<file path="src/shared/debounce_pkg.sv">
// Constants shared by the sampling switch debouncer
package debounce_pkg;

  // Channel count and bus widths
  localparam int unsigned CH_COUNT   = 4;
  localparam int unsigned COUNT_W    = 8;
  localparam int unsigned ADDR_W     = 8;
  localparam int unsigned DATA_W     = 32;

  // Register byte offsets
  localparam logic [7:0] OFS_CONTROL      = 8'h00;
  localparam logic [7:0] OFS_HALF_PERIOD  = 8'h04;
  localparam logic [7:0] OFS_LEVEL_STATUS = 8'h08;
  localparam logic [7:0] OFS_EDGE_STATUS  = 8'h0c;
  localparam logic [7:0] OFS_EVENT_COUNT  = 8'h10;

  // Control register fields
  localparam int unsigned CTRL_ENABLE_BIT = 0;
  localparam int unsigned CTRL_INVERT_BIT = 1;
  localparam logic        CTRL_ENABLE_RST = 1'b1;
  localparam logic        CTRL_INVERT_RST = 1'b0;

  // Edge status layout: rising edges low, falling edges above
  localparam int unsigned EDGE_RISE_LSB = 0;
  localparam int unsigned EDGE_FALL_LSB = CH_COUNT;

  // AXI response codes
  localparam logic [1:0] RESP_OKAY   = 2'h0;
  localparam logic [1:0] RESP_SLVERR = 2'h2;

  // Sample timing: 100 samples per second on a 100 MHz clock
  localparam int unsigned CLK_PERIOD_NS    = 10;
  localparam int unsigned SAMPLE_PERIOD_MS = 10;
  localparam int unsigned NS_PER_MS        = 1000000;
  localparam logic [31:0] HALF_PERIOD_CYCLES =
    32'((SAMPLE_PERIOD_MS * NS_PER_MS) / CLK_PERIOD_NS / 2);

endpackage : debounce_pkg

</file>
<file path="src/switch_debouncer.sv">
// Sampling switch debouncer with AXI4-Lite status and control registers
//
// Summary of operation
// - Sample only on periodic tick, never raw edges
// - Shift current into previous, compare on tick
// - Any difference: report edge, bump 8-bit count
// - First sample loads both, reports nothing
// - Level zero means pressed, one released; with the invert bit set the level reads one while pressed
// - Sample only on sample clock rising edge
// - Sample clock from toggle divider at double rate
// - Debounced outputs reset to zero
// - Readable status tells rising from falling edge
// - Edge status bits sticky, cleared by read
// - Edge and level outputs usable by logic
// - Channel count parameter, identical independent channels
// - Sampled levels readable in a status register
//
// Chosen here: the placing of the registers and register access over AXI4-Lite.
`timescale 1ns/10ps

module switch_debouncer #(
  parameter logic [31:0] HALF_PERIOD = debounce_pkg::HALF_PERIOD_CYCLES
) (
  // Clock and reset
  input  wire  logic                                clk,
  input  wire  logic                                arst_n,
  // Switch pins, pulled up, low while pressed
  input  wire  logic [debounce_pkg::CH_COUNT-1:0]   switch_input,
  // AXI4-Lite write address
  input  wire  logic [debounce_pkg::ADDR_W-1:0]     s_axi_awaddr,
  input  wire  logic [2:0]                          s_axi_awprot,
  input  wire  logic                                s_axi_awvalid,
  output logic                                      s_axi_awready,
  // AXI4-Lite write data
  input  wire  logic [debounce_pkg::DATA_W-1:0]     s_axi_wdata,
  input  wire  logic [3:0]                          s_axi_wstrb,
  input  wire  logic                                s_axi_wvalid,
  output logic                                      s_axi_wready,
  // AXI4-Lite write response
  output logic [1:0]                                s_axi_bresp,
  output logic                                      s_axi_bvalid,
  input  wire  logic                                s_axi_bready,
  // AXI4-Lite read address
  input  wire  logic [debounce_pkg::ADDR_W-1:0]     s_axi_araddr,
  input  wire  logic [2:0]                          s_axi_arprot,
  input  wire  logic                                s_axi_arvalid,
  output logic                                      s_axi_arready,
  // AXI4-Lite read data
  output logic [debounce_pkg::DATA_W-1:0]           s_axi_rdata,
  output logic [1:0]                                s_axi_rresp,
  output logic                                      s_axi_rvalid,
  input  wire  logic                                s_axi_rready,
  // Debounced levels and event pulses for other logic or DMA
  output logic [debounce_pkg::CH_COUNT-1:0]         debounced_level,
  output logic [debounce_pkg::CH_COUNT-1:0]         rise_pulse,
  output logic [debounce_pkg::CH_COUNT-1:0]         fall_pulse,
  output logic [debounce_pkg::CH_COUNT-1:0]         either_pulse,
  output logic                                      filtered_event_irq,
  output logic                                      sample_tick_irq
);

  localparam int unsigned CH = debounce_pkg::CH_COUNT;
  localparam int unsigned CW = debounce_pkg::COUNT_W;

  // Whole module state
  typedef struct packed {
    logic [CH-1:0]    sync1;
    logic [CH-1:0]    sync2;
    logic [1:0]       warm;
    logic             enable;
    logic             invert;
    logic [31:0]      half_period;
    logic [31:0]      prescale;
    logic             toggle_divider;
    logic             primed;
    logic [CH-1:0]    cur;
    logic [CH-1:0]    prev;
    logic [CH-1:0]    rise_sticky;
    logic [CH-1:0]    fall_sticky;
    logic [CH*CW-1:0] counts;
    logic [CH-1:0]    rise_p;
    logic [CH-1:0]    fall_p;
    logic [CH-1:0]    either_p;
    logic             event_p;
    logic             tick_p;
    logic             awready;
    logic             wready;
    logic             aw_held;
    logic             w_held;
    logic [7:0]       waddr;
    logic [31:0]      wdata;
    logic [3:0]       wstrb;
    logic             bvalid;
    logic [1:0]       bresp;
    logic             arready;
    logic             rvalid;
    logic [1:0]       rresp;
    logic [31:0]      rdata;
  } state_s;

  state_s s;
  state_s next_s;

  // Byte-lane merge of a write into a stored word
  function automatic logic [31:0] merge_bytes(input logic [31:0] old_v,
                                              input logic [31:0] new_v,
                                              input logic [3:0]  strb);
    logic [31:0] r;
    r = old_v;
    for (int b = 0; b < 4; b++) begin
      if (strb[b]) begin
        r[b*8 +: 8] = new_v[b*8 +: 8];
      end
    end
    return r;
  endfunction : merge_bytes

  // Next-state logic for sampling, status and bus slave
  always_comb begin
    logic [CH-1:0] sample;
    logic [CH-1:0] rise_now;
    logic [CH-1:0] fall_now;
    logic          tick;
    logic          rd_take;
    logic          clr_edges;
    logic [31:0]   ctrl_word;
    logic [31:0]   merged;
    logic [31:0]   reload;
    sample    = '0;
    rise_now  = '0;
    fall_now  = '0;
    tick      = 1'b0;
    rd_take   = 1'b0;
    clr_edges = 1'b0;
    ctrl_word = '0;
    merged    = '0;
    reload    = '0;
    next_s    = s;

    // Synchronizer; only the second stage is read below
    next_s.sync1 = switch_input;
    next_s.sync2 = s.sync1;
    sample = s.sync2 ^ {CH{s.invert}};
    // Second stage shows the pin only after two edges out of reset
    if (s.warm != 2'h2) begin
      next_s.warm = s.warm + 2'h1;
    end

    // Half-period prescaler drives the toggle divider
    reload = (s.half_period == 32'h0) ? 32'h0 : s.half_period - 32'h1;
    if (!s.enable) begin
      next_s.prescale       = reload;
      next_s.toggle_divider = 1'b0;
    end else if (s.prescale == 32'h0) begin
      next_s.prescale       = reload;
      next_s.toggle_divider = ~s.toggle_divider;
      tick = ~s.toggle_divider;
    end else begin
      next_s.prescale = s.prescale - 32'h1;
    end

    // Samples taken on the tick only, never on raw pin edges
    next_s.rise_p  = '0;
    next_s.fall_p  = '0;
    next_s.either_p = '0;
    next_s.event_p = 1'b0;
    next_s.tick_p  = tick;
    if (tick) begin
      if (!s.primed) begin
        // Priming on reset data would fake an edge at the next tick
        if (s.warm == 2'h2) begin
          next_s.primed = 1'b1;
          next_s.cur    = sample;
          next_s.prev   = sample;
        end
      end else begin
        next_s.prev = s.cur;
        next_s.cur  = sample;
        // With invert clear, rising means released, falling means pressed
        rise_now = sample & ~s.cur;
        fall_now = ~sample & s.cur;
      end
    end

    // Per-channel counters, each wrapping at eight bits
    for (int c = 0; c < CH; c++) begin
      if (rise_now[c] | fall_now[c]) begin
        next_s.counts[c*CW +: CW] = s.counts[c*CW +: CW] + 8'h01;
      end
    end
    next_s.rise_p   = rise_now;
    next_s.fall_p   = fall_now;
    next_s.either_p = rise_now | fall_now;
    next_s.event_p  = |(rise_now | fall_now);

    // Read channel: one outstanding read
    rd_take = s.arready & s_axi_arvalid;
    if (s.rvalid & s_axi_rready) begin
      next_s.rvalid  = 1'b0;
      next_s.arready = 1'b1;
    end
    if (rd_take) begin
      next_s.arready = 1'b0;
      next_s.rvalid  = 1'b1;
      next_s.rresp   = debounce_pkg::RESP_OKAY;
      ctrl_word = '0;
      ctrl_word[debounce_pkg::CTRL_ENABLE_BIT] = s.enable;
      ctrl_word[debounce_pkg::CTRL_INVERT_BIT] = s.invert;
      unique case ({s_axi_araddr[7:2], 2'b00})
        debounce_pkg::OFS_CONTROL:      next_s.rdata = ctrl_word;
        debounce_pkg::OFS_HALF_PERIOD:  next_s.rdata = s.half_period;
        debounce_pkg::OFS_LEVEL_STATUS: next_s.rdata = 32'(s.cur);
        debounce_pkg::OFS_EDGE_STATUS: begin
          next_s.rdata = 32'({s.fall_sticky, s.rise_sticky});
          clr_edges = 1'b1;
        end
        debounce_pkg::OFS_EVENT_COUNT:  next_s.rdata = 32'(s.counts);
        default: begin
          next_s.rdata = 32'h0;
          next_s.rresp = debounce_pkg::RESP_SLVERR;
        end
      endcase
    end

    // Sticky edge flags: a new edge outranks the read that clears
    next_s.rise_sticky = (clr_edges ? '0 : s.rise_sticky) | rise_now;
    next_s.fall_sticky = (clr_edges ? '0 : s.fall_sticky) | fall_now;

    // Write address and data taken in either order
    if (s.awready & s_axi_awvalid) begin
      next_s.aw_held = 1'b1;
      next_s.awready = 1'b0;
      next_s.waddr   = s_axi_awaddr;
    end
    if (s.wready & s_axi_wvalid) begin
      next_s.w_held = 1'b1;
      next_s.wready = 1'b0;
      next_s.wdata  = s_axi_wdata;
      next_s.wstrb  = s_axi_wstrb;
    end
    if (s.bvalid & s_axi_bready) begin
      next_s.bvalid  = 1'b0;
      next_s.awready = 1'b1;
      next_s.wready  = 1'b1;
    end

    // Commit once both halves are in, answering the next cycle
    if (next_s.aw_held & next_s.w_held & ~s.bvalid) begin
      next_s.aw_held = 1'b0;
      next_s.w_held  = 1'b0;
      next_s.bvalid  = 1'b1;
      next_s.bresp   = debounce_pkg::RESP_OKAY;
      unique case ({next_s.waddr[7:2], 2'b00})
        debounce_pkg::OFS_CONTROL: begin
          if (next_s.wstrb[0]) begin
            next_s.enable = next_s.wdata[debounce_pkg::CTRL_ENABLE_BIT];
            next_s.invert = next_s.wdata[debounce_pkg::CTRL_INVERT_BIT];
          end
        end
        debounce_pkg::OFS_HALF_PERIOD: begin
          merged = merge_bytes(s.half_period, next_s.wdata, next_s.wstrb);
          next_s.half_period = merged;
        end
        // Status words are read-only; writes change nothing
        debounce_pkg::OFS_LEVEL_STATUS,
        debounce_pkg::OFS_EDGE_STATUS,
        debounce_pkg::OFS_EVENT_COUNT: next_s.bresp = debounce_pkg::RESP_OKAY;
        default: next_s.bresp = debounce_pkg::RESP_SLVERR;
      endcase
    end
  end

  // State register; every field resets to a constant
  always_ff @(posedge clk or negedge arst_n) begin
    if (!arst_n) begin
      s                <= '0;
      s.enable         <= debounce_pkg::CTRL_ENABLE_RST;
      s.invert         <= debounce_pkg::CTRL_INVERT_RST;
      s.half_period    <= HALF_PERIOD;
      s.awready        <= 1'b1;
      s.wready         <= 1'b1;
      s.arready        <= 1'b1;
    end else begin
      s <= next_s;
    end
  end

  // Outputs straight from state flip-flops
  assign debounced_level    = s.cur;
  assign rise_pulse         = s.rise_p;
  assign fall_pulse         = s.fall_p;
  assign either_pulse       = s.either_p;
  assign filtered_event_irq = s.event_p;
  assign sample_tick_irq    = s.tick_p;
  assign s_axi_awready      = s.awready;
  assign s_axi_wready       = s.wready;
  assign s_axi_bresp        = s.bresp;
  assign s_axi_bvalid       = s.bvalid;
  assign s_axi_arready      = s.arready;
  assign s_axi_rdata        = s.rdata;
  assign s_axi_rresp        = s.rresp;
  assign s_axi_rvalid       = s.rvalid;

endmodule : switch_debouncer

</file>
<file path="config.mk">
export PLATFORM = sky130hd
export DESIGN_NAME = switch_debouncer
export DESIGN_NICKNAME = d
export VERILOG_FILES = /design/src/shared/debounce_pkg.sv /design/src/switch_debouncer.sv
export SDC_FILE = /design/constraint.sdc
export NUM_CORES = 1
export LEC_CHECK = 0
export BUFFER_PORTS_ARGS = -buffer_cell sky130_fd_sc_hd__buf_2
export CAP_MARGIN = 20
export CELL_PAD_IN_SITES_DETAIL_PLACEMENT = 2
export CELL_PAD_IN_SITES_GLOBAL_PLACEMENT = 2
export CORE_UTILIZATION = 35
export DETAILED_ROUTE_END_ITERATION = 6
export HOLD_SLACK_MARGIN = 0.08
export PLACE_DENSITY = 0.84
export RECOVER_POWER = 50
export SYNTH_ARGS = -nofsm -noshare
export SYNTH_HDL_FRONTEND = slang
export SYNTH_SLANG_ARGS = --single-unit
</file>
<file path="constraint.sdc">
create_clock -name clk -period 2.2 [get_ports clk]
set_input_delay 0.66 -clock clk [delete_from_list [all_inputs] [get_ports clk]]
set_output_delay 0.66 -clock clk [all_outputs]
set_load 0.02 [all_outputs]
</file>
==> metrics.yaml, run 1 <==
finish:
  stdcell_count: 1542
  layout-drive-gt1-share: 0.435
  nNetsFinal: 1215
  seq_area_sq_mm: 0.00549
  fill_cells: 2812
  multi_input_area_sq_mm: 0.00512
  syn2layout_area_growth_pct: 36.2
global_routing:
  grt_pass1_vias: 10200
  grt_usage: 0.291
  grt_max_degree: 93
  antenna_found_initial: 1
  grt_pass1_wl_microns: 66500
  grt_overflow: 0
min_path:
  hold_class: "input pin to flop"
  worstHoldStart: "switch_input[3]"
  hold_path_depth: 1
  min_to: "next_s[222]$_DFF_PN0_"
drt:
  drt-initial-drc-count: 633
  routed.top_layer: "met4"
  vias: 8971
  ant_nets: 0
  dr.pass1.iters: 6
  post-route-drc-count: 0
  met1_length_microns: 17300
  post_drt_wl_per_cell_microns: 30.9
  wl_met3_microns: 2140
  viasPerCell: 5.82
  wl_met2_microns: 24400
  wl_microns: 47700
critical_path:
  cp.arrival_ns: 3.05
  worst-path-buf-inv: 4
  start_kind: "flop"
  r2r-start: "s[165]$_DFF_PN0_"
  worstSetupPathType: "flop to flop"
  crit_family: "simple AND/OR/NAND/NOR gates"
  max_stage_delay_ns: 0.55
  critical_path.slowest_cell: "or4_4"
  cpMostUsedCell: "buf_12"
  reg2reg_to: "s[168]$_DFF_PN0_"
  path_max_fanout: 8
  rrSetupSlack_ns: -0.39
  worst-endpoint-required_ns: 2.66
  crit_path_end_kind: "flop"
  crit_chain: "or4_4 -> nand4b_4 -> buf_12 -> o31ai_4 -> o31ai_4 -> buf_12 -> buf_12 -> buf_16 -> o22ai_1"
  r2r_cells: 9
status:
  status: "finished, violations left"
  violations: "negative setup slack"
pwr:
  clkPwrFrac: 0.182
  comb_power_share: 0.594
  internal_power_mw: 15.1
  p_leak_nw: 6.51
  max-vdd-ir-drop_mv: 1.25
  p_switching_mw: 11.4
  p_per_area_mw_per_mm2: 1870
  swShare: 0.430
  seqPwrFrac: 0.223
clocking:
  cts_htree_levels: 1
  clock-sinks: 219
  cts_tree: "done"
  clk_pin_slew_ns: 0.07
  cts.root.buffer_cell: "clkbuf_16"
  cts_inserted_buffers: 25
  clockBufferDepth: 3
  insertion_delay_ns: 0.58
floorplan:
  dieArea_sq_mm: 0.0305
  die_h_microns: 175
  initial_utilization: 0.360
  io_pins: 128
  rows: 62
  die_w_microns: 175
  core_region_area_sq_mm: 0.0290
yosys:
  synthDistinctLibCells: 67
  synth_flop_cell: "dfrtp_1"
  synth_area_leaders: "dfrtp_1, mux2_2, xnor2_1"
  ys_seq_area_frac: 0.527
  syn_area_per_cell_sq_um: 11.4
  synth-warning-count: 0
  synthTopCellsByCount: "dfrtp_1, xnor2_1, mux2_2, nand2_1, buf_4"
  ys_seq_elements: 219
  syn-instance-count: 915
  synth.most_common_cell: "dfrtp_1"
  synth_top_area_share: 0.499
  syn-cell-area_sq_mm: 0.0104
  synth_edf_count: 0
  ys_async_sr_fraction: 1.00
  synth.largest_area_cell: "dfrtp_1"
timing:
  finalHoldViolCount: 0
  finalMaxSlewViolations: 0
  clock_skew_ns: 0.0474
  setup_viol: 124
  setup_ws_ns: -0.387
  max_clock_freq_ghz: 0.387
  fin_hold_ws_ns: 0.182
  relSlewSlack: 0.386
  period_needed_ns: 2.59
  worst_pin_slew_ns: 0.920
  period_share: 1.18
  rsz0062_at_grt: "true"
place:
  numPortBuffers: 115
  gp_congestion: 0.836
  detailed_place_hpwl_microns: 25800
  dp.cells: 1464
job:
  cap_violations: 0
-- worst max-delay path by stage --
| stage | from | end | slack (ns) | depth (start not counted) |
|---|---|---|---|---|
| after floorplan | s[166]$_DFF_PN0_ | s[110]$_DFFE_PN0P_ | -0.15 | 6 |
| after global placement | s_axi_awvalid | s[211]$_DFFE_PN0P_ | -0.28 | 8 |
| after detailed placement | s_axi_awvalid | s[208]$_DFFE_PN0P_ | -0.39 | 8 |
| after CTS | s[183]$_DFFE_PN0P_ | s[177]$_DFF_PN0_ | -0.20 | 10 |
| after global routing | s[153]$_DFF_PN0_ | s[182]$_DFF_PN0_ | -0.42 | 5 |
| final | s[165]$_DFF_PN0_ | s[168]$_DFF_PN0_ | -0.39 | 9 |
-- state kept, by name, summed over array words and instances (netlist names), 4 cells and up --
signal,flops
debounced_level,4
fall_pulse,4
s,158
next_s,4
rise_pulse,4
either_pulse,4
s_axi_rdata,32
-- cells by family after synthesis --
| logic type | Yosys count | share of synthesized area |
|---|---|---|
| XOR/XNOR | 92 | 0.0786 |
| buffers and inverters | 104 | 0.0577 |
| multiplexers | 91 | 0.0967 |
| other | 1 | 0.000359 |
| AO/OA/AOI/OAI | 132 | 0.0840 |
| AND/OR/NAND/NOR | 268 | 0.146 |
| flip-flops | 219 | 0.527 |
| adder cells (fa/ha/maj) | 8 | 0.00960 |
-- layout make-up --
class	count	area share
Inverter	22	0.00599
Tap cell	384	0.0338
Timing Repair Buffer	277	0.148
Multi-Input combinational cell	593	0.360
Antenna cell	1	0.000176
Clock inverter	21	0.0210
Clock buffer	25	0.0440
Sequential cell	219	0.387
-- routing by layer --
metal | vias up | global-route usage
li1 | 3670 | -
met1 | 4661 | 0.326
met2 | 417 | 0.526
met3 | 223 | 0.0457
met4 | 0 | 0.161
met5 | - | 0
-- power groups by stage --
| stage | sequential (mW) | combinational [mW] | clock [mW] |
|---|---|---|---|
| after floorplan | 5.73 | 6.38 | 0 |
| after global placement | 5.71 | 9.02 | 0 |
| after detailed placement | 5.81 | 9.83 | 0 |
| after CTS | 5.81 | 12.8 | 4.80 |
| after global routing | 5.97 | 16.2 | 4.99 |
| final | 5.92 | 15.8 | 4.84 |
-- stage by stage --
stage                     total power, mW  instance area, sq um  setup slack (ns)  TNS [ns]  utilization
after detailed placement             15.6                 12200            -0.388    -20.17        0.420
after floorplan                      12.1                 10500            -0.149     -1.86            -
after global routing                 27.1                 14200            -0.417    -32.04        0.490
after CTS                            23.4                 13600            -0.204     -9.03        0.470
final                                26.5                 14200            -0.387    -26.32        0.490
after global placement               14.7                 12200            -0.281     -9.61        0.420
-- placed cells by master (no fill, tap or decap), types with 9 or more instances in the layout --
master       n
nor4_1      16
buf_6       17
xnor2_1     71
buf_2      114
and3_1      11
buf_4      118
nor2_1      43
nor3_1      21
a21oi_1     10
o21ai_0     36
nand3_1      9
mux2_4      36
nand2_1     60
mux2i_1     10
o22ai_2     16
buf_12      15
dfrtp_1    208
mux2_2      42
clkbuf_16   25
xor2_1      13
a22oi_1     24
nand4_1     19
inv_1       17
-- what timing repair did --
item	in CTS	in global routing
buffers inserted	15	15
gates resized for setup	71	93
endpoints found under the setup margin	121	124
pin swaps	16	17
gates cloned	2	0
hold endpoints to repair	5	0
hold buffers	1	0
(Power assumes the default switching activity.)
==> run 2: changes to the inputs <==
- SETUP_SLACK_MARGIN: not set -> 0.02
==> metrics.yaml, run 2 (same netlist as run 1, synthesis figures left out) <==
status:
  status: "finished, violations left"
  violations: "negative setup slack"
finish:
  final_cell_area_sq_mm: 0.0147  # +3.5%
  nNetsFinal: 1234  # +1.6%
  largest_register_ffs: 158  # unchanged
  layout_commonest_cell: "dfrtp_1"
  top_register: "s"
  syn2layout_area_growth_pct: 41.0
  layout-drive-gt1-share: 0.474  # +0.0389
  utilization: 0.507  # +0.0174
  final_cell_mix: "dfrtp_1, buf_4, buf_2"
  fill_cells: 2797  # -0.53%
global_routing:
  grt_max_degree: 51  # -45%
  grt_pass1_wl_microns: 68600  # +3.1%
  antenna_found_initial: 3  # +2
  grt_usage: 0.301  # +0.0105
  grt_overflow: 0  # unchanged
  grt_pass1_vias: 10200  # -0.69%
clocking:
  clock-sinks: 219  # unchanged
  cts.root.buffer_cell: "clkbuf_16"
  cts_htree_levels: 1  # unchanged
  cts_inserted_buffers: 25  # unchanged
  clk_pin_slew_ns: 0.09  # +0.02 ns
  cts_tree: "done"
  insertion_delay_ns: 0.56  # -0.02 ns
  clockBufferDepth: 3  # unchanged
drt:
  wl_microns: 54300  # +14%
  vias: 9446  # +5.3%
  post_drt_wl_per_cell_microns: 34.8  # +12%
  viasPerCell: 6.05  # +3.9%
  dr.pass1.iters: 5  # -1
  ant_nets: 0  # unchanged
  drt-initial-drc-count: 694  # +9.6%
  post-route-drc-count: 0  # unchanged
timing:
  rsz0062_at_grt: "true"
  setup_ws_ns: -0.557  # -0.170 ns
  finalHoldViolCount: 0  # unchanged
  worst_pin_slew_ns: 1.12  # +0.198 ns
  period_share: 1.25  # +0.0773
  setup_viol: 128  # +3.2%
  relSlewSlack: 0.255  # -0.132
  clock_skew_ns: 0.0377  # -0.00973 ns
  period_needed_ns: 2.76  # +0.170 ns
  finalMaxSlewViolations: 0  # unchanged
  max_clock_freq_ghz: 0.363  # -6.2%
critical_path:
  worst-endpoint-required_ns: 2.62  # -0.04 ns
  path_max_fanout: 8  # unchanged
  startpoint: "s[153]$_DFF_PN0_"
  crit_path_end_kind: "flop"
  r2r_cells: 8  # -1
  cpMostUsedCell: "o31ai_4"
  crit_chain: "nor3_2 -> nand3_2 -> buf_4 -> o31ai_4 -> o31ai_4 -> buf_6 -> buf_12 -> o211ai_1"
  worstSetupPathType: "flop to flop"
  critical_path.slowest_cell: "nor3_2"
  cp.arrival_ns: 3.18  # +0.13 ns
  r2r-start: "s[153]$_DFF_PN0_"
  start_kind: "flop"
  max_stage_delay_ns: 0.57  # +0.02 ns
floorplan:
  dieArea_sq_mm: 0.0305  # unchanged
  core_region_area_sq_mm: 0.0290  # unchanged
  rows: 62  # unchanged
  initial_utilization: 0.360  # unchanged
  io_pins: 128  # unchanged
  die_h_microns: 175  # unchanged
  die_w_microns: 175  # unchanged
min_path:
  hold_path_depth: 1  # unchanged
  hold_class: "input pin to flop"
  worstHoldStart: "switch_input[0]"
pwr:
  max-vdd-ir-drop_mv: 1.64  # +31%
  p_leak_nw: 6.74  # +3.5%
  p_per_area_mw_per_mm2: 1870  # +0.36%
place:
  detailed_place_hpwl_microns: 25700  # -0.16%
  numPortBuffers: 115  # unchanged
  dpl_worst_slack_ns: -0.430  # -0.0415 ns
  placed_cell_area_sq_mm: 0.0122  # +0.45%
  gp_congestion: 0.843  # +0.91%
job:
  cap_violations: 0  # unchanged
-- run 2: cell count changes in the layout (fill, tap and decap cells not counted), sizes merged --
cell      previous run  this run
buf                270       290
inv                 24        23
clkinv               5         7
diode                1         2
clkinvlp             8         0
clkbuf              31        40
bufinv               6         3
-- run 2: path summary, 6_finish.rpt --
kind | slack (ns) | endpoint
worst max-delay path | -0.56 | s[182]$_DFF_PN0_
worst min-delay path | 0.22 | next_s[219]$_DFF_PN0_
worst max register to register | -0.56 | s[182]$_DFF_PN0_
worst min register to register | 0.35 | s[220]$_DFF_PN0_
max in group asynchronous | 0.13 | s[201]$_DFFE_PN1P_
min in group asynchronous | 0.87 | s[111]$_DFFE_PN0P_
-- run 2: power by group --
part           total (mW)  internal, mW  switching (mW)  leakage (nW)
clock                4.52          2.53            1.99         0.406
combinational        17.0          7.35            9.65          3.51
sequential           6.06          5.13           0.927          2.82
-- run 2: area by class of cell --
class	instances	area [sq um]	area share
multi-input cells	593	5520	0.375
clock buffers	35	683	0.0464
clock inverters	11	134	0.00910
inverters	22	87.6	0.00595
well taps	384	480	0.0327
diodes	2	5.00	0.000340
flip-flops and latches	219	5490	0.373
repair buffers	296	2310	0.157
-- run 2: per-stage QoR --
step	total power, mW	hold WS [ns]	TNS, ns	cells
5_1_grt	28.0	0.210	-42.92	1562
6_report	27.6	0.217	-39.38	1562
3_3_place_gp	14.9	0.333	-10.85	1464
3_5_place_dp	15.8	0.338	-20.62	1464
2_1_floorplan	12.2	0.331	-1.86	916
4_1_cts	23.4	0.201	-7.48	1529
-- run 2: repair_timing --
item,in CTS,in global routing
pin swaps,30,40
setup buffers,16,30
setup endpoints to repair,123,125
endpoints found under the hold margin,33,0
resized for setup,117,119
hold buffers,1,0
cloned,2,4
-- run 2: worst max-delay path: cells and delay by family, from the launching register on --
kind | cells | cell delay, ns
AOI/OAI and AO/OA | 3 | 0.83
and+or+nand+nor | 2 | 0.74
buffers and inverters | 3 | 0.53
DFF | 1 | 0.51
-- run 2: per-layer routing --
layer  up-vias  track usage  wire length [microns]
met1      4878        0.341                  19300
met5         -            0                     13
met3       300       0.0405                   2860
met4         2        0.172                   4590
met2       557        0.544                  27600
li1       3709            -                      -
==> run 3: changes to the inputs <==
- CORE_ASPECT_RATIO: not set -> 0.9
==> metrics.yaml, run 3 (same netlist as run 1, synthesis figures left out) <==
status:
  status: "finished, violations left"
  violations: "negative setup slack"
timing:
  setup_ws_ns: -0.314  # +0.243 ns
  period_needed_ns: 2.51  # -0.243 ns
  worst_pin_slew_ns: 1.28  # +0.167 ns
  tns_ns: -17.39  # +21.99 ns
  period_share: 1.14  # -0.110
  clock_skew_ns: 0.0320  # -0.00572 ns
  max_clock_freq_ghz: 0.398  # +9.7%
  rsz0062_at_grt: "true"
  relSlewSlack: 0.143  # -0.111
  finalHoldViolCount: 0  # unchanged
  setup_viol: 123  # -3.9%
  finalMaxSlewViolations: 0  # unchanged
drt:
  dr.pass1.iters: 7  # +2
  post-route-drc-count: 0  # unchanged
  viasPerCell: 5.86  # -3.1%
  drt-initial-drc-count: 698  # +0.58%
  vias: 9055  # -4.1%
  wl_microns: 48900  # -9.9%
  post_drt_wl_per_cell_microns: 31.7  # -9.0%
  ant_nets: 0  # unchanged
global_routing:
  grt_pass1_wl_microns: 63900  # -6.8%
  grt_max_degree: 58  # +14%
  grt_overflow: 0  # unchanged
  grt_pass1_vias: 9869  # -2.9%
  use_met2: 0.503  # -0.0404
  grt_use_met3: 0.0404  # -0.000119
  grt_use_met1: 0.326  # -0.0149
  grt_usage: 0.278  # -0.0230
  grt.busiest_layer: "met2"
  antenna_found_initial: 0  # -3
place:
  numPortBuffers: 115  # unchanged
  dpl_worst_slack_ns: -0.353  # +0.0767 ns
  gp_congestion: 0.822  # -2.6%
  detailed_place_hpwl_microns: 26100  # +1.3%
job:
  cap_violations: 0  # unchanged
critical_path:
  worstSetupPathType: "flop to flop"
  r2r-start: "s[168]$_DFF_PN0_"
  crit_path_end_kind: "flop"
  start_kind: "flop"
  path_max_fanout: 5  # -3
  crit_chain: "or4_4 -> nand4b_4 -> buf_4 -> buf_6 -> nor4_4 -> buf_6 -> buf_4 -> nand4_1 -> xnor2_1"
  r2r_cells: 9  # +1
  reg2reg_to: "s[122]$_DFFE_PN0P_"
  critical_path.slowest_cell: "or4_4"
  cp.arrival_ns: 2.93  # -0.25 ns
  rrSetupSlack_ns: -0.31  # +0.24 ns
  crit_family: "simple AND/OR/NAND/NOR gates"
  worst-path-buf-inv: 4  # +1
  max_stage_delay_ns: 0.56  # about the same
  worst-endpoint-required_ns: 2.61  # about the same
finish:
  layout-drive-gt1-share: 0.449  # -0.0249
  top_register: "s"
  layout_commonest_cell: "dfrtp_1"
  fill_cells: 2871  # +2.6%
  antenna_cells: 0  # -2
  nNetsFinal: 1209  # -2.0%
  final_cell_mix: "dfrtp_1, buf_4, buf_2"
  multi_input_area_sq_mm: 0.00539  # -2.3%
  syn2layout_area_growth_pct: 37.4
  utilization: 0.493  # -0.0143
  largest_register_ffs: 158  # unchanged
  seq_area_sq_mm: 0.00549  # unchanged
floorplan:
  io_pins: 128  # unchanged
  die_w_microns: 184  # +5.3%
  initial_utilization: 0.359  # -0.000897
  rows: 59  # -4.8%
  dieArea_sq_mm: 0.0305  # about the same
  die_h_microns: 166  # -5.1%
  core_region_area_sq_mm: 0.0291  # +0.25%
pwr:
  p_per_area_mw_per_mm2: 1900  # +1.3%
  p_leak_nw: 6.48  # -3.8%
  max-vdd-ir-drop_mv: 1.36  # -17%
clocking:
  cts_htree_levels: 1  # unchanged
  insertion_delay_ns: 0.55  # about the same
  cts_inserted_buffers: 24  # -4.0%
  cts_tree: "done"
  cts.root.buffer_cell: "clkbuf_16"
  clock-sinks: 219  # unchanged
  clockBufferDepth: 3  # unchanged
  clk_pin_slew_ns: 0.07  # -0.02 ns
min_path:
  min_to: "next_s[222]$_DFF_PN0_"
  worstHoldStart: "switch_input[3]"
  hold_class: "input pin to flop"
  hold_path_depth: 1  # unchanged
run 3: cell types whose count changed in the layout (fill, tap and decap cells not counted), moves of 4 or more:
cell / before / now
buf_4: 127 / 117
buf_6: 34 / 17
clkbuf_1: 9 / 5
o22ai_1: 7 / 0
o22ai_4: 9 / 16
xnor2_1: 63 / 72
xnor2_2: 13 / 5
run 3: power by group:
part           total, mW  internal [mW]  switching, mW
clock               4.41           2.51           1.90
combinational       16.8           7.65           9.19
sequential          5.94           5.13          0.803
run 3: how the worst max path moves through the flow:
stage | cells after the start | end | slack (ns) | start
after floorplan | 6 | s[110]$_DFFE_PN0P_ | -0.15 | s[166]$_DFF_PN0_
after global placement | 7 | s[213]$_DFFE_PN0P_ | -0.30 | s_axi_awvalid
after detailed placement | 7 | s[213]$_DFFE_PN0P_ | -0.35 | s_axi_awvalid
after CTS | 9 | s[168]$_DFF_PN0_ | -0.15 | s[184]$_DFFE_PN0P_
after global routing | 9 | s[122]$_DFFE_PN0P_ | -0.35 | s[168]$_DFF_PN0_
final | 9 | s[122]$_DFFE_PN0P_ | -0.31 | s[168]$_DFF_PN0_
run 3: through the flow:
stage	power (mW)	instance area, sq um	std cells	hold slack (ns)
after floorplan	12.2	10600	916	0.331
after global placement	14.9	12200	1477	0.333
after detailed placement	15.9	12200	1477	0.339
after CTS	21.7	13400	1531	0.208
after global routing	27.8	14300	1546	0.199
final	27.2	14300	1546	0.210
run 3: cell type report:
| cell class | instances | share of cell area |
|---|---|---|
| Multi-Input combinational cell | 593 | 0.376 |
| Sequential cell | 219 | 0.383 |
| Timing Repair Buffer | 272 | 0.143 |
| Inverter | 22 | 0.00594 |
| Clock buffer | 32 | 0.0468 |
| Tap cell | 396 | 0.0346 |
| Clock inverter | 12 | 0.0109 |
run 3: worst reg2reg max path, stage by stage (launching register included):
cell and delay (ns):
dfrtp_1 0.41, or4_4 0.56, nand4b_4 0.25, buf_4 0.20
buf_6 0.13, nor4_4 0.20, buf_6 0.19, buf_4 0.14
nand4_1 0.14, xnor2_1 0.16
run 3: what timing repair did:
item / CTS / global route
hold endpoints to repair: 40 / 0
pin swaps: 10 / 23
gates resized for setup: 54 / 136
hold buffers: 1 / 0
endpoints found under the setup margin: 120 / 123
setup buffers: 8 / 14
cloned: 1 / 3
run 3: metal layers:
| layer | share of wire | wire length [microns] |
|---|---|---|
| met1 | 0.36 | 17900 |
| met2 | 0.52 | 25700 |
| met3 | 0.049 | 2380 |
| met4 | 0.062 | 3050 |
| met5 | 0 | 0 |
